`src/saf_pkg.sv`:
```
// constants, register map and rate decoding for the sinc5 averager decimator
// assumes a single master clock domain shared by all users of this package
package saf_pkg;

   // --------------------------------------------------------------------
   // filter structure
   // --------------------------------------------------------------------
   localparam int unsigned  MOD_DIV      = 4;
   localparam int unsigned  SINC_ORDER   = 5;
   localparam int unsigned  SINC_DECIM   = 64;
   localparam int unsigned  SINC_W       = 32;
   localparam int unsigned  ACC_W        = 46;
   localparam int unsigned  CNT_W        = 14;
   localparam int unsigned  DATA_W       = 24;
   localparam int unsigned  OUT_SHIFT    = 7;
   localparam logic [2:0]   SETTLE_N     = 3'h4;
   localparam logic [5:0]   DIV_STEPS    = 6'h2e;

   // --------------------------------------------------------------------
   // input switch timing, in master clocks
   // --------------------------------------------------------------------
   localparam logic [1:0]   PERIOD_LO    = 2'h3;
   localparam logic [1:0]   PERIOD_HI    = 2'h1;
   localparam logic [2:0]   GAIN_FAST    = 3'h5;

   // --------------------------------------------------------------------
   // register map
   // --------------------------------------------------------------------
   localparam logic [1:0]   ADDR_STATUS  = 2'h0;
   localparam logic [1:0]   ADDR_CTRL    = 2'h2;
   localparam logic [1:0]   ADDR_RATE    = 2'h3;
   localparam int unsigned  INPUT_BUFFER_ENABLE_BIT_POS    = 1;
   localparam int unsigned  READY_POS    = 0;
   localparam logic [7:0]   RATE_RESET   = 8'hf0;
   localparam logic [CNT_W-1:0] CNT_RESET = 14'h0001;
   localparam logic [2:0]   GAIN_RESET   = 3'h0;

   // returns {valid, average count}
   function automatic logic [CNT_W:0] rate_decode(input logic [7:0] code);
      unique case (code)
         8'h03:   rate_decode = {1'b1, 14'd12000};
         8'h13:   rate_decode = {1'b1, 14'd6000};
         8'h23:   rate_decode = {1'b1, 14'd3000};
         8'h33:   rate_decode = {1'b1, 14'd2000};
         8'h43:   rate_decode = {1'b1, 14'd1200};
         8'h53:   rate_decode = {1'b1, 14'd1000};
         8'h63:   rate_decode = {1'b1, 14'd600};
         8'h72:   rate_decode = {1'b1, 14'd500};
         8'h82:   rate_decode = {1'b1, 14'd300};
         8'h92:   rate_decode = {1'b1, 14'd60};
         8'ha1:   rate_decode = {1'b1, 14'd30};
         8'hb0:   rate_decode = {1'b1, 14'd15};
         8'hc0:   rate_decode = {1'b1, 14'd8};
         8'hd0:   rate_decode = {1'b1, 14'd4};
         8'he0:   rate_decode = {1'b1, 14'd2};
         8'hf0:   rate_decode = {1'b1, 14'd1};
         default: rate_decode = {1'b0, 14'd0};
      endcase
   endfunction

endpackage

```
`src/saf_sinc5.sv`:
```
// fifth-order sinc decimator by 64 on a one-bit modulator stream
// assumes sample_en_i pulses once per modulator sample
`timescale 1ns/1ps
module saf_sinc5 import saf_pkg::*; (
   input  wire logic                     ref_clk_i,
   input  wire logic                     reset_i,
   input  wire logic                     clear_i,
   input  wire logic                     sample_en_i,
   input  wire logic                     bit_i,
   output logic signed [SINC_W-1:0]      result_o,
   output logic                          result_valid_o
);

   // modular arithmetic: integrator wrap cancels in the combs
   logic signed [SINC_W-1:0] integ_q [SINC_ORDER];
   logic signed [SINC_W-1:0] dly_q   [SINC_ORDER];
   logic signed [SINC_W-1:0] comb_v  [SINC_ORDER+1];
   logic        [5:0]        phase_q;
   logic                     decim;

   assign decim = sample_en_i && (phase_q == 6'(SINC_DECIM - 1));

   always_comb begin
      comb_v[0] = integ_q[SINC_ORDER-1];
      for (int k = 0; k < SINC_ORDER; k++) begin
         comb_v[k+1] = comb_v[k] - dly_q[k];
      end
   end

   always_ff @(posedge ref_clk_i or posedge reset_i) begin
      if (reset_i) begin
         for (int k = 0; k < SINC_ORDER; k++) begin
            integ_q[k] <= '0;
            dly_q[k]   <= '0;
         end
         phase_q        <= '0;
         result_o       <= '0;
         result_valid_o <= 1'b0;
      end else if (clear_i) begin
         for (int k = 0; k < SINC_ORDER; k++) begin
            integ_q[k] <= '0;
            dly_q[k]   <= '0;
         end
         phase_q        <= '0;
         result_valid_o <= 1'b0;
      end else begin
         result_valid_o <= decim;
         if (sample_en_i) begin
            integ_q[0] <= integ_q[0] + (bit_i ? 32'sh1 : -32'sh1);
            for (int k = 1; k < SINC_ORDER; k++) begin
               integ_q[k] <= integ_q[k] + integ_q[k-1];
            end
            phase_q <= phase_q + 6'h1;
         end
         if (decim) begin
            for (int k = 0; k < SINC_ORDER; k++) begin
               dly_q[k] <= comb_v[k];
            end
            result_o <= comb_v[SINC_ORDER];
         end
      end
   end

endmodule

```
`src/saf_buf2.sv`:
```
// small fifo with valid/ready on both sides, read data from flip-flops
// assumes DEPTH is a power of two
`timescale 1ns/1ps
module saf_buf2 #(
   parameter int unsigned WIDTH = 24,
   parameter int unsigned DEPTH = 2
) (
   input  wire logic             ref_clk_i,
   input  wire logic             reset_i,
   input  wire logic             flush_i,
   input  wire logic             in_valid_i,
   output logic                  in_ready_o,
   input  wire logic [WIDTH-1:0] in_data_i,
   output logic                  out_valid_o,
   input  wire logic             out_ready_i,
   output logic      [WIDTH-1:0] out_data_o
);

   localparam int unsigned PW = (DEPTH > 1) ? $clog2(DEPTH) : 1;

   logic [WIDTH-1:0] mem_q [DEPTH];
   logic [PW-1:0]    wr_q;
   logic [PW-1:0]    rd_q;
   logic [PW:0]      fill_q;
   logic             push;
   logic             pop;

   assign in_ready_o  = (fill_q != (PW+1)'(DEPTH));
   assign out_valid_o = (fill_q != '0);
   assign push        = in_valid_i && in_ready_o;
   assign pop         = out_valid_o && out_ready_i;
   assign out_data_o  = mem_q[rd_q];

   always_ff @(posedge ref_clk_i or posedge reset_i) begin
      if (reset_i) begin
         wr_q   <= '0;
         rd_q   <= '0;
         fill_q <= '0;
         for (int k = 0; k < DEPTH; k++) begin
            mem_q[k] <= '0;
         end
      end else if (flush_i) begin
         wr_q   <= '0;
         rd_q   <= '0;
         fill_q <= '0;
      end else begin
         if (push) begin
            mem_q[wr_q] <= in_data_i;
            wr_q        <= wr_q + PW'(1);
         end
         if (pop) begin
            rd_q <= rd_q + PW'(1);
         end
         fill_q <= fill_q + (PW+1)'(push) - (PW+1)'(pop);
      end
   end

endmodule

```
`src/saf_top.sv`:
```
// decimation filter and front-end control of a 24-bit delta-sigma converter
// assumes modulator bit, register port and sync inputs are synchronous to ref_clk_i
//
// Summary of operation
// - take one modulator sample every four master clocks
// - first stage is a fifth-order sinc decimating by 64
// - second stage averages a register-selected count of first-stage results
// - output rate is modulator rate over 64 over the average count
// - codes 03h..63h select 12000, 6000, 3000, 2000, 1200, 1000, 600
// - codes 72h..E0h select 500 down to 2; F0h bypasses the averager
// - only sixteen rate codes are valid settings
// - all timing derives from the master clock, rate scales with it
// - combined response is sinc5 times averager, notches at output rate multiples
// - input buffer follows the enable bit of the status register
// - gain is chosen in the control register, powers of two 1 to 128
// - input sample cycle is four clocks for gains up to 16, else two
// - sampling switch opens before discharge switch closes at gains up to 16, on the same edge above 16; never overlapping
// - self gain calibration opens mux and routes references to inputs
// - self gain calibration works with the buffer on or off
// - results are 24-bit two's complement, saturating at full scale
// - a sync event aborts the conversion and restarts both stages
`timescale 1ns/1ps
module saf_top import saf_pkg::*; (
   input  wire logic              ref_clk_i,
   input  wire logic              reset_i,
   input  wire logic              mod_bit_i,
   input  wire logic              sync_powerdown_n_i,
   input  wire logic              sync_cmd_i,
   input  wire logic              self_gain_cal_i,
   input  wire logic              reg_wr_i,
   input  wire logic [1:0]        reg_addr_i,
   input  wire logic [7:0]        reg_wdata_i,
   output logic      [7:0]        reg_rdata_o,
   output logic                   input_buffer_enable_o,
   output logic      [2:0]        pga_gain_o,
   output logic                   sampling_switch_o,
   output logic                   discharge_switch_o,
   output logic                   mux_switches_open_o,
   output logic                   ref_to_inputs_o,
   output logic                   modulator_strobe_o,
   output logic                   data_valid_o,
   input  wire logic              data_ready_i,
   output logic      [DATA_W-1:0] data_o,
   output logic                   data_overrun_o
);

   // -----------------------------------------------------------------
   // types and declarations
   // -----------------------------------------------------------------
   typedef enum logic [1:0] {
      ST_IDLE = 2'b00,
      ST_DIV  = 2'b01,
      ST_HOLD = 2'b10
   } saf_div_st_t;

   saf_div_st_t               div_st_q;
   logic [7:0]                rate_code_field_q;
   logic [CNT_W-1:0]          avg_cnt_q;
   logic                      input_buffer_enable_bit_q;
   logic [2:0]                gain_q;
   logic [1:0]                mod_ph_q;
   logic [1:0]                sw_ph_q;
   logic                      sync_pin_q;
   logic                      sync_evt;
   logic                      restart;
   logic                      rate_change;
   logic [CNT_W:0]            rate_dec;
   logic signed [SINC_W-1:0]  sinc_res;
   logic                      sinc_valid;
   logic [2:0]                settle_q;
   logic                      stage1_ok;
   logic signed [ACC_W-1:0]   acc_q;
   logic signed [ACC_W-1:0]   acc_sum;
   logic [CNT_W-1:0]          n_q;
   logic                      block_done;
   logic [ACC_W-1:0]          dvd_q;
   logic [ACC_W-1:0]          quo_q;
   logic [CNT_W:0]            rem_q;
   logic [CNT_W:0]            rem_sh;
   logic [CNT_W-1:0]          div_by_q;
   logic                      neg_q;
   logic [5:0]                step_q;
   logic [DATA_W-1:0]         res_q;
   logic                      buf_ready;
   logic                      buf_valid;

   function automatic logic [ACC_W-1:0] abs_acc(input logic signed [ACC_W-1:0] v);
      abs_acc = v[ACC_W-1] ? ACC_W'(-v) : ACC_W'(v);
   endfunction

   // rescale the normalized average to 24 bits and clip at full scale
   function automatic logic [DATA_W-1:0] to_code(input logic [ACC_W-1:0] mag,
                                                 input logic neg);
      logic [ACC_W-1:0] m;
      m = mag >> OUT_SHIFT;
      if (!neg) begin
         to_code = (m > ACC_W'(24'h7fffff)) ? 24'h7fffff : m[DATA_W-1:0];
      end else begin
         to_code = (m > ACC_W'(24'h800000)) ? 24'h800000 : DATA_W'(-m[DATA_W-1:0]);
      end
   endfunction

   // -----------------------------------------------------------------
   // register port
   // -----------------------------------------------------------------
   assign rate_dec    = rate_decode(reg_wdata_i);
   assign rate_change = reg_wr_i && (reg_addr_i == ADDR_RATE) && rate_dec[CNT_W]
                        && (rate_dec[CNT_W-1:0] != avg_cnt_q);

   always_ff @(posedge ref_clk_i or posedge reset_i) begin
      if (reset_i) begin
         rate_code_field_q <= RATE_RESET;
         avg_cnt_q         <= CNT_RESET;
      end else if (reg_wr_i && (reg_addr_i == ADDR_RATE)) begin
         rate_code_field_q <= reg_wdata_i;
         if (rate_dec[CNT_W]) begin
            avg_cnt_q <= rate_dec[CNT_W-1:0];
         end // otherwise the last valid count stays
      end
   end

   always_ff @(posedge ref_clk_i or posedge reset_i) begin
      if (reset_i) begin
         input_buffer_enable_bit_q <= 1'b0;
         gain_q                    <= GAIN_RESET;
      end else if (reg_wr_i) begin
         if (reg_addr_i == ADDR_STATUS) begin
            input_buffer_enable_bit_q <= reg_wdata_i[INPUT_BUFFER_ENABLE_BIT_POS];
         end
         if (reg_addr_i == ADDR_CTRL) begin
            gain_q <= reg_wdata_i[2:0];
         end
      end
   end

   always_comb begin
      reg_rdata_o = 8'h00;
      unique case (reg_addr_i)
         ADDR_STATUS: begin
            reg_rdata_o[INPUT_BUFFER_ENABLE_BIT_POS] = input_buffer_enable_bit_q;
            reg_rdata_o[READY_POS] = buf_valid;
         end
         ADDR_CTRL:   reg_rdata_o = {5'h00, gain_q};
         ADDR_RATE:   reg_rdata_o = rate_code_field_q;
         default:     reg_rdata_o = 8'h00;
      endcase
   end

   // -----------------------------------------------------------------
   // analog front-end control
   // -----------------------------------------------------------------
   // buffer choice is independent of calibration
   assign input_buffer_enable_o = input_buffer_enable_bit_q;
   assign pga_gain_o            = gain_q;
   assign mux_switches_open_o   = self_gain_cal_i;
   assign ref_to_inputs_o       = self_gain_cal_i;

   // four-clock cycle leaves an idle clock between switch phases; the
   // two-clock cycle has none, both outputs change on the same edge
   always_ff @(posedge ref_clk_i or posedge reset_i) begin
      if (reset_i) begin
         sw_ph_q            <= 2'h0;
         sampling_switch_o  <= 1'b0;
         discharge_switch_o <= 1'b0;
      end else begin
         if (gain_q >= GAIN_FAST) begin
            sw_ph_q            <= (sw_ph_q >= PERIOD_HI) ? 2'h0 : sw_ph_q + 2'h1;
            sampling_switch_o  <= (sw_ph_q == PERIOD_HI);
            discharge_switch_o <= (sw_ph_q != PERIOD_HI);
         end else begin
            sw_ph_q            <= (sw_ph_q == PERIOD_LO) ? 2'h0 : sw_ph_q + 2'h1;
            sampling_switch_o  <= (sw_ph_q == PERIOD_LO);
            discharge_switch_o <= (sw_ph_q == 2'h1);
         end
      end
   end

   // -----------------------------------------------------------------
   // sync and modulator pacing
   // -----------------------------------------------------------------
   always_ff @(posedge ref_clk_i or posedge reset_i) begin
      if (reset_i) begin
         sync_pin_q <= 1'b1;
      end else begin
         sync_pin_q <= sync_powerdown_n_i;
      end
   end

   // filter is held while the pin is low and restarts from its rising edge
   assign sync_evt = !sync_powerdown_n_i || sync_cmd_i;
   assign restart  = sync_evt || rate_change;

   always_ff @(posedge ref_clk_i or posedge reset_i) begin
      if (reset_i) begin
         mod_ph_q <= 2'h0;
      end else if (sync_evt) begin
         mod_ph_q <= 2'h0;
      end else begin
         mod_ph_q <= mod_ph_q + 2'h1;
      end
   end

   assign modulator_strobe_o = (mod_ph_q == 2'(MOD_DIV - 1)) && sync_pin_q;

   // -----------------------------------------------------------------
   // first stage
   // -----------------------------------------------------------------
   saf_sinc5 u_sinc5 (
      .ref_clk_i      (ref_clk_i),
      .reset_i        (reset_i),
      .clear_i        (sync_evt),
      .sample_en_i    (modulator_strobe_o),
      .bit_i          (mod_bit_i),
      .result_o       (sinc_res),
      .result_valid_o (sinc_valid)
   );

   // the first results after a sync event are still built on the cleared filter state
   always_ff @(posedge ref_clk_i or posedge reset_i) begin
      if (reset_i) begin
         settle_q <= 3'h0;
      end else if (sync_evt) begin
         settle_q <= 3'h0;
      end else if (sinc_valid && (settle_q != SETTLE_N)) begin
         settle_q <= settle_q + 3'h1;
      end
   end

   assign stage1_ok = sinc_valid && (settle_q == SETTLE_N);

   // -----------------------------------------------------------------
   // averager
   // -----------------------------------------------------------------
   assign acc_sum    = acc_q + ACC_W'(sinc_res);
   assign block_done = stage1_ok && (n_q == avg_cnt_q - CNT_W'(1));

   always_ff @(posedge ref_clk_i or posedge reset_i) begin
      if (reset_i) begin
         acc_q <= '0;
         n_q   <= '0;
      end else if (restart) begin
         acc_q <= '0;
         n_q   <= '0;
      end else if (block_done) begin
         acc_q <= '0;
         n_q   <= '0;
      end else if (stage1_ok) begin
         acc_q <= acc_sum;
         n_q   <= n_q + CNT_W'(1);
      end
   end

   // -----------------------------------------------------------------
   // normalizing divider
   // -----------------------------------------------------------------
   // sequential so one small subtractor serves every count; it needs
   // fewer clocks than the shortest output period
   assign rem_sh = {rem_q[CNT_W-1:0], dvd_q[ACC_W-1]};

   always_ff @(posedge ref_clk_i or posedge reset_i) begin
      if (reset_i) begin
         div_st_q <= ST_IDLE;
         dvd_q    <= '0;
         quo_q    <= '0;
         rem_q    <= '0;
         div_by_q <= CNT_RESET;
         neg_q    <= 1'b0;
         step_q   <= 6'h0;
         res_q    <= '0;
      end else if (sync_evt) begin
         div_st_q <= ST_IDLE;
      end else begin
         unique case (div_st_q)
            ST_IDLE: begin
               if (block_done) begin
                  dvd_q    <= abs_acc(acc_sum);
                  neg_q    <= acc_sum[ACC_W-1];
                  div_by_q <= avg_cnt_q;
                  quo_q    <= '0;
                  rem_q    <= '0;
                  step_q   <= 6'h0;
                  div_st_q <= ST_DIV;
               end
            end
            ST_DIV: begin
               dvd_q  <= {dvd_q[ACC_W-2:0], 1'b0};
               step_q <= step_q + 6'h1;
               if (rem_sh >= {1'b0, div_by_q}) begin
                  rem_q <= rem_sh - {1'b0, div_by_q};
                  quo_q <= {quo_q[ACC_W-2:0], 1'b1};
               end else begin
                  rem_q <= rem_sh;
                  quo_q <= {quo_q[ACC_W-2:0], 1'b0};
               end
               if (step_q == DIV_STEPS - 6'h1) begin
                  div_st_q <= ST_HOLD;
               end
            end
            ST_HOLD: begin
               res_q <= to_code(quo_q, neg_q);
               if (buf_ready && hold_seen_q) begin
                  div_st_q <= ST_IDLE;
               end
            end
            default: div_st_q <= ST_IDLE;
         endcase
      end
   end

   // a block that finishes while the previous one is still waiting is lost
   always_ff @(posedge ref_clk_i or posedge reset_i) begin
      if (reset_i) begin
         data_overrun_o <= 1'b0;
      end else begin
         data_overrun_o <= block_done && (div_st_q != ST_IDLE) && !sync_evt;
      end
   end

   // -----------------------------------------------------------------
   // output buffer
   // -----------------------------------------------------------------
   // res_q settles in the first hold cycle, so push only from the second
   logic hold_seen_q;

   always_ff @(posedge ref_clk_i or posedge reset_i) begin
      if (reset_i) begin
         hold_seen_q <= 1'b0;
      end else begin
         hold_seen_q <= (div_st_q == ST_HOLD) && !(buf_ready && hold_seen_q) && !sync_evt;
      end
   end

   saf_buf2 #(
      .WIDTH (DATA_W),
      .DEPTH (2)
   ) u_buf (
      .ref_clk_i   (ref_clk_i),
      .reset_i     (reset_i),
      .flush_i     (sync_evt),
      .in_valid_i  ((div_st_q == ST_HOLD) && hold_seen_q),
      .in_ready_o  (buf_ready),
      .in_data_i   (res_q),
      .out_valid_o (buf_valid),
      .out_ready_i (data_ready_i),
      .out_data_o  (data_o)
   );

   assign data_valid_o = buf_valid;

endmodule

```
`config.mk`:
```
export PLATFORM = sky130hd
export DESIGN_NAME = saf_top
export DESIGN_NICKNAME = d
export VERILOG_FILES = /design/src/saf_pkg.sv /design/src/saf_sinc5.sv /design/src/saf_buf2.sv /design/src/saf_top.sv
export SDC_FILE = /design/constraint.sdc
export NUM_CORES = 2
export LEC_CHECK = 0
export BUFFER_PORTS_ARGS = -buffer_cell sky130_fd_sc_hd__buf_4
export CAP_MARGIN = 15
export CORE_MARGIN = 1
export CORE_UTILIZATION = 37
export DETAILED_ROUTE_END_ITERATION = 16
export PLACE_DENSITY = 0.56
export SETUP_SLACK_MARGIN = 0.2
export SLEW_MARGIN = 20
export SYNTH_ARGS = -nofsm -noshare
export SYNTH_HDL_FRONTEND = slang
export SYNTH_HIERARCHICAL = 1
export SYNTH_SLANG_ARGS = --single-unit
```
`constraint.sdc`:
```
create_clock -name ref_clk_i -period 16.3 [get_ports ref_clk_i]
set_input_delay 0.815 -clock ref_clk_i [delete_from_list [all_inputs] [get_ports ref_clk_i]]
set_output_delay 0.815 -clock ref_clk_i [all_outputs]
set_load 0.03 [all_outputs]
```
Word-level counts from Yosys, hierarchy flattened
Cells that the tools add are included.

storage, ports and cells
  logic and storage cells = 208
  memories = 0
  output and inout bits = 43
  memory bits (writable) = 0
  input bits = 18
  bits in read-only memories = 0
  latch bits = 0
  register bits after elaboration = 662

operators by class
  multipliers = 0
  muxes and demuxes = 55
  shift operators = 0
  $add $sub $neg = 25
  div/mod/pow operators = 0
  reduce and logical (&&, ||, !) cells = 42
  $lt $le $gt $ge = 8
  equality and inequality tests = 35
  bitwise logic cells = 3

operators by type and width
  kind                                                             number
  2-to-1 mux 160 bit                                               4
  2-to-1 mux 46 bit                                                6
  one-hot mux 15 bit (16 select lines)                             1
  one-hot mux 46 bit (2 select lines)                              2
  2-to-1 mux 24 bit                                                7
  adder 32 bit                                                     5
  subtractor 32 bit                                                5
  2-to-1 mux 14 bit                                                5
  equality test 8 bit, second input constant                       8
  bitwise mux 48 bit                                               1
  adder 46 x 32 -> 46 bit                                          1
  negation 46 bit                                                  1
  greater-than comparator 39 x 23 -> 1 bit, second input constant  1
  greater-than comparator 39 x 24 -> 1 bit, second input constant  1
  equality test 8 x 7 -> 1 bit, second input constant              4
  2-to-1 mux 32 bit                                                1
  one-hot mux 14 bit (2 select lines)                              1
  demux 24 bit (select 1 bit)                                      1
  negation 24 bit                                                  1
  one-hot mux 6 bit (2 select lines)                               2
  2-to-1 mux 2 bit                                                 9
  2-to-1 mux 6 bit                                                 3
  logical AND 1 bit                                                17
  equality test 8 x 6 -> 1 bit, second input constant              2
  38 further kinds                                                 79

Longest topological paths before layout
  depth after elaboration = 6
  mapped depth = 51
  gate-level depth less buffers = 51

Modules after synthesis
Netlist, hierarchy kept.

by module, submodules not included
  module     times used  cells each  sequential area each (µm²)  area an instance (µm²)
  saf_sinc5  1           3443        8983.6                      28404.7
  saf_top    1           2075        6289.8                      16920.0
  saf_buf2   1           153         1301.2                      2323.5

Least setup slack after synthesis
OpenSTA, ideal clock, no wires.

  path kind = register to register
  from = register u_sinc5.integ_q (netlist bit u_sinc5/comb_v[162])
  to = register u_sinc5.result_o[31]
  setup time = 0.132 ns
  arrival = 8.443 ns
  required time = 16.168 ns
  clock period less this slack = 8.575 ns
  setup slack = 7.725 ns
  stages on the path, launching flop included = 48
  path buffers = 0
  cell sequence = dfrtp_1 ha_1 nor2b_1 o21ai_0 a21boi_0 o21a_1 o21ai_0 a21boi_0 o211ai_1 a21oi_1 o21a_1 or3_1 and2_1 ha_1 a21o_1 a21oi_1 nor2_1 nor2_1 [... 12 more ...] and2_1 ha_1 o21a_1 nor2_1 a21oi_1 a311oi_1 xnor2_1 ha_1 a21o_1 a21oi_1 inv_1 a21oi_1 inv_1 a21oi_1 o31ai_1 xor2_1 xnor2_1 o21ai_1

between the ends
  cells in the longest elaborated chain, start to end = 5

ends and longest elaborated chain
  what                              line             source
  start: declaration                saf_sinc5.sv:15  logic signed [SINC_W-1:0] integ_q [SINC_ORDER];
  start signal: indexed assignment  saf_sinc5.sv:51  integ_q[k] <= integ_q[k] + integ_q[k-1];
  subtractor 32 bit (5 in a row)    saf_sinc5.sv:26  comb_v[k+1] = comb_v[k] - dly_q[k];
  end signal: assignment            saf_sinc5.sv:59  result_o <= comb_v[SINC_ORDER];
  end: declaration                  saf_sinc5.sv:10  output logic signed [SINC_W-1:0] result_o,

Every way passes these cells.
A chain may end at the register's enable or synchronous reset.

Final worst setup path
  from = register u_sinc5.integ_q (netlist bit u_sinc5/comb_v[160])
  to = register u_sinc5.result_o[31]

Same word-level chain as after synthesis.

==> results_tabular.tex <==
\begin{tabular}{lr}
\hline
Metric & Value \\
\hline
\multicolumn{2}{l}{\textbf{Synth}} \\
Primary FF master, synth & dfrtp\_1 \\
Synth async-reset ratio & 100.0\% \\
Cell area after synthesis & 47650 um\^{}2 \\
Top cells by area in the synthesized netlist & dfrtp\_1 (34\%), ha\_1 (10\%), a21oi\_1 (6.2\%), nand2\_1 (5.9\%), xnor2\_1 (4.9\%) \\
Share of synthesized area occupied by flip-flops and latches & 34.79\% \\
Post-synthesis register bit count & 662 \\
Synthesized instance count & 5671 \\
Synth warnings & 6 \\
Mapped Nets & 6085 \\
Synthesized area divided by synthesized cell count & 8.402 um\^{}2 \\
Yosys top cell area share & 34.40\% \\
Yosys top cell by area & dfrtp\_1 \\
Count of flip-flops with a built-in enable after synthesis & 0 \\
Count of unique library cells instantiated by Yosys & 108 \\
\multicolumn{2}{l}{\textbf{Setup path}} \\
Data arrival time of the critical path & 10.45 ns \\
Critical-path cell with the highest stage delay & a2111oi\_0 \\
WS Path Type & flip-flop to flip-flop \\
Data required time at the worst endpoint & 16.85 ns \\
Largest stage delay, worst path & 0.73 ns \\
Kind of end point of the critical path & flip-flop \\
Worst reg2reg setup slack & 6.40 ns \\
Destination of the critical timing path & u\_sinc5/result\_o[31]\$\_DFFE\_PP0P\_ \\
Logic depth of the worst register-to-register path & 43 \\
Reg2reg start & u\_sinc5/comb\_v[160]\$\_DFFE\_PP0P\_ \\
Launch point of the worst path & u\_sinc5/comb\_v[160]\$\_DFFE\_PP0P\_ \\
Setup crit start kind & flip-flop \\
End of the worst register-to-register path & u\_sinc5/result\_o[31]\$\_DFFE\_PP0P\_ \\
Crit path max fanout & 7 \\
\multicolumn{2}{l}{\textbf{Power and ir drop}} \\
Total Power & 0.004683 W \\
Clk pwr share & 39.4\% \\
NetSw & 0.001454 W \\
Combinational fraction of design power & 24.5\% \\
Maximum vdd ir drop & 76.40 uV \\
Leakage & 23.23 nW \\
Sequential group share of total power & 36.0\% \\
Pint & 0.003229 W \\
Power per cell area & 89.44 nW/um\^{}2 \\
Switching portion of total power & 31.05\% \\
\multicolumn{2}{l}{\textbf{Clock tree}} \\
Post-CTS Hold Buffers & 0 \\
Clock tree from TritonCTS & built \\
Number of setup buffers added after CTS & 0 \\
Inserted Clock Buffers & 81 \\
Master cell of the clock root buffer & clkbuf\_16 \\
Quantity of gates resized following cts & 0 \\
Clock latency of the later-clocked register in the worst-skew pair & 0.69 ns \\
Num Clock Sinks & 662 \\
Clock transition at the register clock pins on the worst setup and hold paths after CTS & 0.07 ns \\
Total number of H-tree levels & 3 \\
Clock buffer depth & 3 \\
\multicolumn{2}{l}{\textbf{Routing}} \\
Number of design rule violations left after detail routing & 0 \\
Final WL & 116000 um \\
Antenna-violating nets left & 0 \\
Ratio of routed vias to standard cells & 5.340 \\
Number of DRC markers after the initial detailed-route iteration & 2259 \\
Number of optimization iterations in the first detailed-route pass & 6 \\
Routed len/inst & 15.82 um \\
Via count & 39150 \\
\multicolumn{2}{l}{\textbf{GRT}} \\
Number of antenna violations at the first check in global routing & 0 \\
Wire length of the first global-routing pass & 195100 um \\
Maximum number of pins on one net before global-route repair & 217 \\
Global routing met3 resource utilization & 2.362\% \\
GR Layer Usage met1 & 24.67\% \\
Global-route layer with the greatest usage & met2 \\
Total overflow reported by the global router & 0 \\
GR Layer Usage met2 & 28.90\% \\
Number of global-route vias before repair & 37890 \\
Total global-route track usage & 17.66\% \\
\multicolumn{2}{l}{\textbf{Floorplanning}} \\
Cell Rows & 131 \\
Floorplan die width & 360.9 um \\
Ports placed on the boundary & 61 \\
Vertical extent of the die & 360.9 um \\
Area of the core region & 127700 um\^{}2 \\
Initial cell density of the core & 37.32\% \\
Floorplan die area & 130200 um\^{}2 \\
\multicolumn{2}{l}{\textbf{Placed design}} \\
HPWL Detailed & 80700 um \\
Port-buffer cells & 57 \\
Routability Congestion & 0.8526 \\
\multicolumn{2}{l}{\textbf{STA}} \\
Hold violation total from the final report & 0 \\
Crit share post-route & 60.71\% \\
Minimum period implied by the final worst setup slack & 9.896 ns \\
Number of slew-limit violations in the final report & 0 \\
Skew final & 0.03105 ns \\
Sum Neg Setup Slack & 0 ns \\
Tightest Pin Transition & 1.076 ns \\
Maximum operating frequency & 101.1 MHz \\
Setup repair after global routing missed its margin & no \\
Number of setup violations in the final report & 0 \\
Relative slew slack & 28.28\% \\
\multicolumn{2}{l}{\textbf{Status}} \\
Result of the run & finished, final reports clean \\
\multicolumn{2}{l}{\textbf{Layout}} \\
Net count of the finished layout & 6020 \\
Antenna Diode Count & 0 \\
Share of post-route cells with drive strength above 1 & 7.319\% \\
Area added between synthesis and finish & 9.887\% \\
\multicolumn{2}{l}{\textbf{Job}} \\
Max capacitance violation total & 0 \\
\multicolumn{2}{l}{\textbf{Worst hold path}} \\
Class of the tightest hold or removal check & input port to asynchronous set/reset pin \\
\hline
\end{tabular}
[worst min-delay path by stage]
stage / to / slack (ns) / cells past startpoint
floorplan: mod_ph_q[0]$_DFF_PP0_ / 0.41 / 1
global placement: mod_ph_q[0]$_DFF_PP0_ / 0.42 / 1
detailed placement: mod_ph_q[0]$_DFF_PP0_ / 0.43 / 1
CTS: acc_q[14]$_DFFE_PP0P_ / 0.25 / 2
global route: sync_pin_q$_DFF_PP1_ / 0.26 / 1
finish: acc_q[14]$_DFFE_PP0P_ / 0.27 / 2
[cells in the mapped netlist (32+ instances only)]
master and number:
nand2_1 753, dfrtp_1 655, a21oi_1 588, nor2_1 485
o21ai_0 399, ha_1 384, inv_1 296, xnor2_1 268
clkbuf_1 195, nand3_1 147, a21o_1 141, xor2_1 127
nor3_1 101, mux2i_1 96, mux2_2 95, o21a_1 66
o21bai_1 54, nand2b_1 53, nand4_1 53, nor2b_1 51
and3_1 50, a211oi_1 49, a31oi_1 44, o31ai_1 32
[power by group through the flow]
stage                     Combinational, W  Sequential [W]  Clock (W)
after global routing               0.00130         0.00169    0.00197
after global placement             0.00114         0.00172          0
final                              0.00115         0.00169    0.00185
after floorplan                   0.000915         0.00172          0
after detailed placement           0.00115         0.00172          0
after CTS                          0.00116         0.00169    0.00191
[cell families after synthesis]
group / share of synthesized area, %
buf+inv: 4.375
simple gates: 18.09
mux: 4.285
fa+ha+maj: 10.61
xor+xnor: 7.376
compound gates: 20.48
flops: 34.79
[area by class of cell]
type / count / area, um^2
multi-input cells: 4467 / 29070
repair buffers: 96 / 762.0
well taps: 1662 / 2079
inverters: 298 / 1141
flip-flops and latches: 662 / 16570
clock inverters: 27 / 315.3
fillers: 12830 / 75320
clock buffers: 120 / 2414
[sequential cells by signal (all words and copies together), names as in the netlist, 32 cells and up]
name / count
acc_q: 46
dvd_q: 46
quo_q: 46
u_buf/mem_q: 48
u_sinc5/comb_v: 32
u_sinc5/dly_q: 160
u_sinc5/integ_q: 128
u_sinc5/result_o: 32
[metrics by stage]
stage	setup slack (ns)	cell area, um^2	hold WS (ns)	util [%]	cells
floorplan	5.523	47650	0.4099	-	5671
global placement	6.651	49600	0.4231	38.84	7184
detailed placement	6.472	49600	0.4305	38.85	7184
CTS	6.402	52330	0.2470	40.99	7331
global route	5.186	52360	0.2621	41.01	7332
finish	6.404	52360	0.2662	41.01	7332
[cell usage in the layout (no fill, tap or decap), types with 44 or more instances in the layout]
| master | synthesis | routed |
|---|---|---|
| nand2_1 | 753 | 752 |
| dfrtp_1 | 655 | 655 |
| a21oi_1 | 588 | 588 |
| nor2_1 | 485 | 482 |
| o21ai_0 | 399 | 399 |
| ha_1 | 384 | 384 |
| inv_1 | 296 | 292 |
| xnor2_1 | 268 | 268 |
| nand3_1 | 147 | 146 |
| a21o_1 | 141 | 141 |
| xor2_1 | 127 | 127 |
| nor3_1 | 101 | 99 |
| mux2i_1 | 96 | 96 |
| mux2_2 | 95 | 95 |
| buf_4 | 5 | 92 |
| clkbuf_16 | 0 | 81 |
| o21a_1 | 66 | 66 |
| o21bai_1 | 54 | 54 |
| nand4_1 | 53 | 53 |
| nand2b_1 | 53 | 53 |
| nor2b_1 | 51 | 50 |
| and3_1 | 50 | 50 |
| a211oi_1 | 49 | 49 |
| a31oi_1 | 44 | 44 |
[metal layers]
metal | share of wire [%] | up-vias
li1 | - | 19880
met1 | 50 | 18630
met2 | 45 | 516
met3 | 2.9 | 136
met4 | 1.7 | 0
met5 | 0 | -
[critical path, delay by kind of cell (launching register included)]
kind            cells  cell delay (ns)
xor+xnor            4             0.64
compound gates     23             5.54
buf+inv             1             0.06
flops               1             0.38
fa+ha+maj           6             1.99
simple gates        9             1.17
Note: power is estimated with default switching activity, not from simulation.
